$ cat src/hdl/abic_map.vh
// Constants for the converter control and bus interface block
`ifndef ABIC_MAP_VH
`define ABIC_MAP_VH
`define ABIC_RES_W 12
`define ABIC_FULL_BITS 5'd12
`define ABIC_SHORT_BITS 5'd8
`define ABIC_BIT_TIME_NS 500
`define ABIC_CLK_NS 10
`define ABIC_BIT_CYC ((`ABIC_BIT_TIME_NS + `ABIC_CLK_NS - 1) / `ABIC_CLK_NS)
`define ABIC_LOW_PAD 4'h0
`define ABIC_RESULT_RST 12'h000
`endif

$ cat src/hdl/abic_sar.v
// Successive-approximation sequencer: trials bits from the MSB down
`timescale 1ns/1ns
`include "abic_map.vh"
module abic_sar #(
    parameter BIT_CYC = `ABIC_BIT_CYC
) (
    input wire clk_in, // System clock
    input wire srst_in, // Sync reset, active high
    input wire ce_in, // Clock enable
    input wire start_in, // Start strobe
    input wire short_in, // 1 = 8-bit conversion
    input wire cmp_in, // Comparator: input above trial level
    output reg [11:0] trial_out, // Trial code to the DAC
    output reg busy_out, // Conversion running
    output reg done_out, // One-cycle end strobe
    output reg [11:0] code_out // Final code
);
    reg [3:0] bit_r;
    reg [15:0] cnt_r;
    reg [4:0] left_r;
    always @(posedge clk_in) begin
        if (srst_in) begin
            trial_out <= 12'h000;
            busy_out <= 1'b0;
            done_out <= 1'b0;
            code_out <= `ABIC_RESULT_RST;
            bit_r <= 4'hB;
            cnt_r <= 16'h0000;
            left_r <= 5'h00;
        end else if (ce_in) begin
            done_out <= 1'b0;
            if (!busy_out) begin
                if (start_in) begin
                    busy_out <= 1'b1;
                    trial_out <= 12'h800;
                    bit_r <= 4'hB;
                    cnt_r <= 16'h0000;
                    left_r <= short_in ? `ABIC_SHORT_BITS : `ABIC_FULL_BITS;
                end
            end else if (cnt_r != BIT_CYC[15:0] - 16'h0001) begin
                cnt_r <= cnt_r + 16'h0001;
            end else begin
                cnt_r <= 16'h0000;
                if (left_r == 5'h01) begin
                    // Untried bits of a short conversion stay zero
                    busy_out <= 1'b0;
                    done_out <= 1'b1;
                    code_out <= cmp_in ? trial_out : (trial_out & ~(12'h001 << bit_r));
                end else begin
                    trial_out <= (cmp_in ? trial_out : (trial_out & ~(12'h001 << bit_r)))
                        | (12'h001 << (bit_r - 4'h1));
                    bit_r <= bit_r - 4'h1;
                    left_r <= left_r - 5'h01;
                end
            end
        end
    end
endmodule // abic_sar

$ cat src/hdl/abic_ctrl.v
// Converter bus interface: decode, start, busy and three-state result
`timescale 1ns/1ns
`include "abic_map.vh"
// Functional notes
// RQ1 - The block responds to its controls only while the active-low select is low.
// RQ2 - The byte/length select at start picks 12-bit when low and 8-bit when high.
// RQ3 - In byte mode a read gives the low byte when byte select is high, else the high byte.
// RQ4 - Read/convert high means data read and low means conversion start.
// RQ5 - The block is selected only while chip enable is also high.
// RQ6 - Busy stays high for the whole conversion and new starts are ignored meanwhile.
// RQ7 - The low byte holds the 4 LSBs above 4 zeros; word mode gives all 12 bits.
// RQ8 - With enable and select asserted, convert when read/convert is 0, read when 1.
// RQ9 - Data drivers stay off except during a selected read.
module abic_ctrl #(
    parameter RES_W = `ABIC_RES_W,
    parameter BIT_CYC = `ABIC_BIT_CYC
) (
    input wire clk_in, // 100 MHz clock
    input wire srst_in, // Sync reset, active high
    input wire clk_en_in, // Clock enable, freezes state when low
    input wire select_n_in, // Active-low select
    input wire chip_en_in, // Active-high chip enable
    input wire read_conv_in, // 1 = read, 0 = convert
    input wire byte_or_length_select_pin_in, // Byte address / short cycle
    input wire word_mode_in, // 1 = 12-bit word, 0 = two bytes
    input wire cmp_in, // Comparator result
    output wire [RES_W-1:0] trial_out, // Trial code to the DAC
    output wire conversion_busy_flag_out, // High during conversion
    output reg [RES_W-1:0] result_output_lines_out, // Data lines, output value
    output reg [RES_W-1:0] result_output_lines_oe_out // Data lines, drive enable
);
    // Command states: what the master presented at the last enabled edge
    localparam CMD_IDLE = 2'b00;
    localparam CMD_CONV = 2'b01;
    localparam CMD_READ = 2'b10;

    // Data-line formats
    localparam FMT_WORD = 2'b00;
    localparam FMT_HIGH = 2'b01;
    localparam FMT_LOW = 2'b10;

    wire selected;
    wire can_start;
    wire busy;
    wire done;
    wire [11:0] code;

    reg [1:0] cmd_r;
    reg [1:0] cmd_nxt;
    reg start_r;
    reg start_nxt;
    reg short_r;
    reg short_nxt;

    reg [RES_W-1:0] result_r;
    reg [1:0] fmt_nxt;
    reg [RES_W-1:0] data_nxt;
    reg rd_nxt;

    // Unselected controls are idle whatever read/convert shows
    function [1:0] cmd_decode;
        input sel;
        input rd;
        begin
            if (!sel)
                cmd_decode = CMD_IDLE; // [RQ1] [RQ5]
            else if (rd)
                cmd_decode = CMD_READ; // [RQ4] [RQ8]
            else
                cmd_decode = CMD_CONV; // [RQ4] [RQ8]
        end
    endfunction

    // Byte select picks the lane only when the bus is eight bits wide
    function [1:0] fmt_select;
        input word;
        input low;
        begin
            if (word)
                fmt_select = FMT_WORD; // [RQ7]
            else if (low)
                fmt_select = FMT_LOW; // [RQ3]
            else
                fmt_select = FMT_HIGH; // [RQ3]
        end
    endfunction

    // Byte lanes sit on the low eight lines, top four lines zero, so an 8-bit master needs no mask
    function [RES_W-1:0] fmt;
        input [RES_W-1:0] res;
        input [1:0] mode;
        begin
            case (mode)
                FMT_WORD: fmt = res; // [RQ7]
                FMT_HIGH: fmt = {4'h0, res[11:4]}; // [RQ3]
                FMT_LOW: fmt = {4'h0, res[3:0], `ABIC_LOW_PAD}; // [RQ3] [RQ7]
                default: fmt = {RES_W{1'b0}};
            endcase
        end
    endfunction

    // A convert request is taken only while the converter is free
    function start_allowed;
        input [1:0] now;
        input free;
        begin
            start_allowed = (now == CMD_CONV) && free; // [RQ6]
        end
    endfunction

    assign selected = chip_en_in & ~select_n_in; // [RQ1] [RQ5]
    // Status already covers the start cycle, so a second edge then is refused too
    assign can_start = ~(busy | start_r); // [RQ6]

    always @* begin
        cmd_nxt = cmd_decode(selected, read_conv_in);
        start_nxt = 1'b0;
        short_nxt = short_r;
        case (cmd_r)
            CMD_IDLE: begin
                if (start_allowed(cmd_nxt, can_start)) begin
                    start_nxt = 1'b1; // [RQ8]
                    short_nxt = byte_or_length_select_pin_in; // [RQ2]
                end
            end
            CMD_READ: begin
                // Read turning into convert is a fresh command edge as well
                if (start_allowed(cmd_nxt, can_start)) begin
                    start_nxt = 1'b1; // [RQ8]
                    short_nxt = byte_or_length_select_pin_in; // [RQ2]
                end
            end
            CMD_CONV: begin
                // A held convert never retriggers, even after busy falls
                start_nxt = 1'b0;
            end
            default: begin
                start_nxt = 1'b0;
            end
        endcase
    end

    // Read data is formatted ahead of its register so the lanes turn in one cycle
    always @* begin
        rd_nxt = (cmd_nxt == CMD_READ); // [RQ9]
        fmt_nxt = fmt_select(word_mode_in, byte_or_length_select_pin_in);
        data_nxt = {RES_W{1'b0}};
        if (rd_nxt) begin
            data_nxt = fmt(result_r, fmt_nxt); // [RQ3] [RQ7]
        end
    end

    // Previous command, used to find the first cycle of a convert request
    always @(posedge clk_in) begin
        if (srst_in) begin
            cmd_r <= CMD_IDLE;
        end else if (clk_en_in) begin
            cmd_r <= cmd_nxt;
        end
    end

    // Start is taken once per command edge; the sequencer sees it one cycle later
    always @(posedge clk_in) begin
        if (srst_in) begin
            start_r <= 1'b0;
        end else if (clk_en_in) begin
            start_r <= start_nxt; // [RQ6] [RQ8]
        end
    end

    // Length is latched with the start so later bus activity cannot change it
    always @(posedge clk_in) begin
        if (srst_in) begin
            short_r <= 1'b0;
        end else if (clk_en_in) begin
            short_r <= short_nxt; // [RQ2]
        end
    end

    // Result only moves at the end of a conversion; reads while busy see the old one
    always @(posedge clk_in) begin
        if (srst_in) begin
            result_r <= `ABIC_RESULT_RST;
        end else if (clk_en_in) begin
            if (done) begin
                result_r <= code;
            end
        end
    end

    always @(posedge clk_in) begin
        if (srst_in) begin
            result_output_lines_out <= {RES_W{1'b0}};
        end else if (clk_en_in) begin
            result_output_lines_out <= data_nxt; // [RQ3] [RQ7]
        end
    end

    // Drive enables follow the decoded read with one cycle of lag
    always @(posedge clk_in) begin
        if (srst_in) begin
            result_output_lines_oe_out <= {RES_W{1'b0}};
        end else if (clk_en_in) begin
            result_output_lines_oe_out <= {RES_W{rd_nxt}}; // [RQ9]
        end
    end

    abic_sar #(
        .BIT_CYC(BIT_CYC)
    ) u_abic_sar (
        .clk_in(clk_in),
        .srst_in(srst_in),
        .ce_in(clk_en_in),
        .start_in(start_r), // Ignored by the sequencer while busy [RQ6]
        .short_in(short_r), // [RQ2]
        .cmp_in(cmp_in),
        .trial_out(trial_out),
        .busy_out(busy),
        .done_out(done),
        .code_out(code)
    );

    // Busy also covers the start cycle so status rises one cycle after the command
    assign conversion_busy_flag_out = busy | start_r; // [RQ6]
endmodule // abic_ctrl

$ cat config.mk
export PLATFORM = sky130hd
export DESIGN_NAME = abic_ctrl
export DESIGN_NICKNAME = d
export VERILOG_FILES = /design/src/hdl/abic_sar.v /design/src/hdl/abic_ctrl.v
export VERILOG_INCLUDE_DIRS = /design/src /design/src/hdl
export SDC_FILE = /design/constraint.sdc
export NUM_CORES = 1
export LEC_CHECK = 0
export BUFFER_PORTS_ARGS = -buffer_cell sky130_fd_sc_hd__buf_4
export CELL_PAD_IN_SITES_DETAIL_PLACEMENT = 0
export CELL_PAD_IN_SITES_GLOBAL_PLACEMENT = 1
export CORE_MARGIN = 1
export CORE_UTILIZATION = 43
export DETAILED_ROUTE_END_ITERATION = 10
export PLACE_DENSITY = 0.75
export SYNTH_ARGS = -nofsm -noshare
export SYNTH_HDL_FRONTEND = slang
export SYNTH_SLANG_ARGS = --single-unit
$ cat constraint.sdc
create_clock -name clk_in -period 3.15 [get_ports clk_in]
set_input_delay 0.1575 -clock clk_in [delete_from_list [all_inputs] [get_ports clk_in]]
set_output_delay 0.1575 -clock clk_in [all_outputs]
set_load 0.005 [all_outputs]
# Yosys cells after proc, flatten, opt, wreduce, memory -nomap -nowiden
# Index checks and enable logic that the tools add are counted.
# word_totals
reg_bits,80
latchBits,0
mem_bits_rw,0
mem_bits_ro,0
in_bits,9
out_inout_bits,37
word_cells,77
memories,0
# op_classes
n_addsub,3
multipliers,0
n_div,0
order_cmp,0
n_eq_ne,9
shifts,2
n_mux,32
bitwise_logic,8
reduce_logical,10
# ops
cell,count
12-bit 2-to-1 mux,6
16-bit 2-to-1 mux,3
12-bit case mux with 3 select lines,1
1-bit by 4-bit left shift with 12-bit output (first input constant),2
5-bit 2-to-1 mux,4
16-bit by 1-bit adder with 16-bit output (second input constant),1
4-bit 2-to-1 mux,4
16-bit by 6-bit != test with 1-bit output (second input constant),1
12-bit AND,1
12-bit NOT,1
12-bit OR,1
1-bit 2-to-1 mux,9
2-bit 2-to-1 mux,4
4-bit AND reduction,2
2-bit equality test (second input constant),3
5-bit by 1-bit equality test with 1-bit output (second input constant),1
5-bit by 1-bit subtractor with 5-bit output (second input constant),1
2-bit by 1-bit equality test with 1-bit output (second input constant),2
2-bit logical NOT,2
2-bit != test (second input constant),2
2-bit AND reduction,2
4-bit by 1-bit subtractor with 4-bit output (second input constant),1
3-bit 2-to-1 mux,1
1-bit NOT,3
other kinds (6),6

# Depth between registers and ports, before layout
# depth
word_depth,8
mapped_depth,9
ltp_nobuf,7

# Modules after synthesis
# A second synthesis with hierarchy kept.
# hier_totals
cells_unflattened,480
area_unflattened_um2,3985.1
# modules_own_cells
mod,instances,cells_per_inst,area_per_inst_um2,seq_area_each_um2
abic_sar,1,333,2760.1,1021.0
abic_ctrl,1,147,1224.9,560.5

# Least setup slack after synthesis
# OpenSTA, ideal clock, no wires.
# synth_timing
path_type,flip-flop to flip-flop
startpoint,register u_abic_sar.cnt_r[0]
endpoint,register u_abic_sar.code_out[3]
setup_time_ps,69
t_arrival_ps,2227
required_time_ps,3081
path_slack_ps,854
path_stages_with_launch,9
period_less_slack_ps,2296
cell_sequence,dfxtp_1 -> ha_1 -> or3b_2 -> or4_1 -> buf_6 -> nor3_4 -> buf_6 -> nand2_1 -> a21oi_2
# synth_between
elab_chain_cells,3
# synth_rtl
element,line_no,rtl
from (decl),abic_sar.v:19,reg [15:0] cnt_r;
from (signal assigned),abic_sar.v:41,cnt_r <= cnt_r + 16'h0001;
16-bit by 6-bit != test with 1-bit output,abic_sar.v:40,end else if (cnt_r != BIT_CYC[15:0] - 16'h0001) begin
1-bit NOT (no source line),--,
4-bit AND reduction (no source line),--,
to (signal assigned),abic_sar.v:26,code_out <= `ABIC_RESULT_RST;
to (signal assigned),abic_sar.v:48,code_out <= cmp_in ? trial_out : (trial_out & ~(12'h001 << bit_r));
to (decl),abic_sar.v:16,output reg [11:0] code_out
# No other way between the ends.
# A chain may end at the register's enable or synchronous reset.

# Final worst setup path
# layout_timing
startpoint,register u_abic_sar.cnt_r[0]
endpoint,register u_abic_sar.code_out[4]
# Same word-level chain as after synthesis.

==> flow_summary.toml <==
[timing]
timing_hold_violations_final = 0
fmax_mhz = 369.1
maxSlewViolCount = 0
worst_pin_slew_ns = 0.8806
setup_tns_ns = 0
period_needed_ns = 2.709
timing.final.crit_share_pct = 86.01
skew_ns = 0.009159
rsz0062_at_grt = "no"
setup-violations-final = 0
relSlewSlack_pct = 41.29
holdWs_ns = 0.1467

[floorplanning]
rows = 34
core-area_sq_mm = 0.008763
die_h_microns = 97.37
die-area_sq_mm = 0.009481
die_w_microns = 97.37
initial_utilization_pct = 44.63
ios = 46

[logic_synthesis]
synth.avg_cell_area_sq_um = 8.148
syn_nets = 498
ys_warn_count = 0
syn_area_sq_mm = 0.003911
ys_async_sr_fraction_pct = 0
synth_edf_count = 0
syn-instance-count = 480
synth_flop_cell = "dfxtp_1"
ys_ff_latch = 79
yosysSeqAreaShare_pct = 40.44
synth.distinct_cells = 57

[cts]
cts_tree = "done"
clock_path_buffers = 2
cts_buffers = 9
ctsResizeCount = 0
ctsHoldBuffers = 0
clk_latency_ns = 0.35
clock-sinks = 79
cts_root_buf = "clkbuf_8"
cts_setup_buffers = 0
htreeDepth = 3
clkTransAtPathRegs_ns = 0.08

[setup_path]
crit_type = "reg -> reg"
start_kind = "flip-flop"
slowest_delay_ns = 0.73
crit_path_max_fanout = 13
cp.arrival_ns = 2.98
crit_chain = "ha_1 > or3b_2 > or4_1 > nor3_4 > nand2_1 > a21oi_2"
worstPathRequired_ns = 3.42
critPathSlowestCell = "or4_1"
endpoint_kind = "flip-flop"

[final_layout]
area_growth_pct = 13.63
final_common_cell = "dfxtp_1"
mostFrequentLayoutCells = "dfxtp_1, nand2_1, a21oi_1, buf_4, nor2_1"
drive_gt1_share_pct = 17.91
diodes = 0
fill_cells = 865
fin_cells = 616
fin_nets = 521

[power]
p_leak_nw = 1.561
irDropWorstVdd_uv = 328.5
p_per_area_mw_per_mm2 = 434.2

[run]
drv_cap = 0

[grt]
grt_max_degree = 84
grtUsageTotal_pct = 20.97
grt_overflow = 0
antenna_found_initial = 0
grt_pass1_wl_mm = 16.10
grt_pass1_vias = 3217

[routing]
wl_per_cell_microns = 15.51
routed_wl_mm = 9.553
drc = 0
drt_first_pass_iters = 6
first_iter_violations = 135
ant_nets = 0
via_per_inst = 5.602
routed-via-count = 3451

[worst_hold_path]
hold_path.class = "in -> reg"

[place]
dp.cells = 600
dp_hpwl_mm = 6.566
io_buffers = 45
gp_congestion = 0.7997

[status]
status = "complete, no violations"
cells in the mapped netlist, drive strengths merged (11+ instances only):
cell type / instances / area (sq um)
dfxtp: 79 / 1582
nand2: 77 / 294.0
nand3: 15 / 80.08
clkbuf: 21 / 78.83
o21ai: 15 / 75.07
buf: 19 / 135.1
o32ai: 12 / 105.1
a21oi: 62 / 340.3
nand2b: 13 / 81.33
a21boi: 11 / 82.58
nor2: 34 / 127.6
metrics by stage:
stage                     total power, W  cell area, sq um  setup WS (ns)  util, %
final                           0.001930              4444         0.4407    50.71
after global routing            0.002004              4444         0.2613    50.71
after CTS                       0.001954              4444         0.4406    50.71
after detailed placement        0.001102              4223         0.4904    48.19
after global placement          0.001101              4223         0.5362    48.19
after floorplan                 0.001079              3911         0.8536        -
final cells by class:
type	instances	area [sq um]	area share [%]
Tap cell	108	135.1	3.041
Multi-Input combinational cell	350	2074	46.68
Timing Repair Buffer	52	390.4	8.784
Sequential cell	79	1582	35.59
Clock inverter	6	93.84	2.111
Clock buffer	10	127.6	2.872
Inverter	11	41.29	0.9291
per-layer routing:
layer | global-route usage [%] | wire length (microns)
met2 | 33.51 | 4326
met3 | 3.381 | 326
met1 | 28.98 | 4802
met4 | 6.561 | 98
met5 | 0 | 0
worst max-delay path: cells and delay by family, from the launching register on:
| family | cells | cell delay, ns |
|---|---|---|
| AO/OA/AOI/OAI | 1 | 0.16 |
| AND/OR/NAND/NOR | 4 | 1.86 |
| adder cells (fa/ha/maj) | 1 | 0.17 |
| flip-flops | 1 | 0.44 |
sequential cells by signal (all words and copies together) (netlist names), 2 cells and up:
signal and cells:
u_abic_sar.cnt_r 16, result_output_lines_out 12, result_r 12, u_abic_sar.code_out 12, u_abic_sar.trial_out 12, u_abic_sar.left_r 5, u_abic_sar.bit_r 4, cmd_r 2
power by group:
part | switching [W] | leakage, nW | total [W] | internal, W
clock | 0.000399 | 0.107 | 0.000852 | 0.000453
sequential | 0.00000443 | 0.636 | 0.00100 | 0.00100
combinational | 0.0000477 | 0.818 | 0.0000730 | 0.0000253
total | 0.000452 | 1.56 | 0.00193 | 0.00148
final timing paths:
kind / startpoint / to / slack, ns / cells past startpoint
max: u_abic_sar.cnt_r[0] / u_abic_sar.code_out[4] / 0.44 / 6
min: clk_en_in / u_abic_sar.bit_r[2] / 0.15 / 3
max reg2reg: u_abic_sar.cnt_r[0] / u_abic_sar.code_out[4] / 0.44 / 6
min reg2reg: u_abic_sar.code_out[5] / result_r[5] / 0.46 / 2
logic make-up (layout without fill, tap and decap cells):
logic type                 Yosys count  count (layout)  synth area share (%)
DFF                                 79              79                 40.44
xor gates and xnor gates             5               5                 1.120
adders and majority gates            9               9                 2.879
AOI/OAI and AO/OA                  129             129                 21.08
and+or+nand+nor                    198             198                 25.66
buffers and inverters               51              79                 6.526
muxes                                9               9                 2.303
No activity file was read; power rests on OpenSTA's default activity.
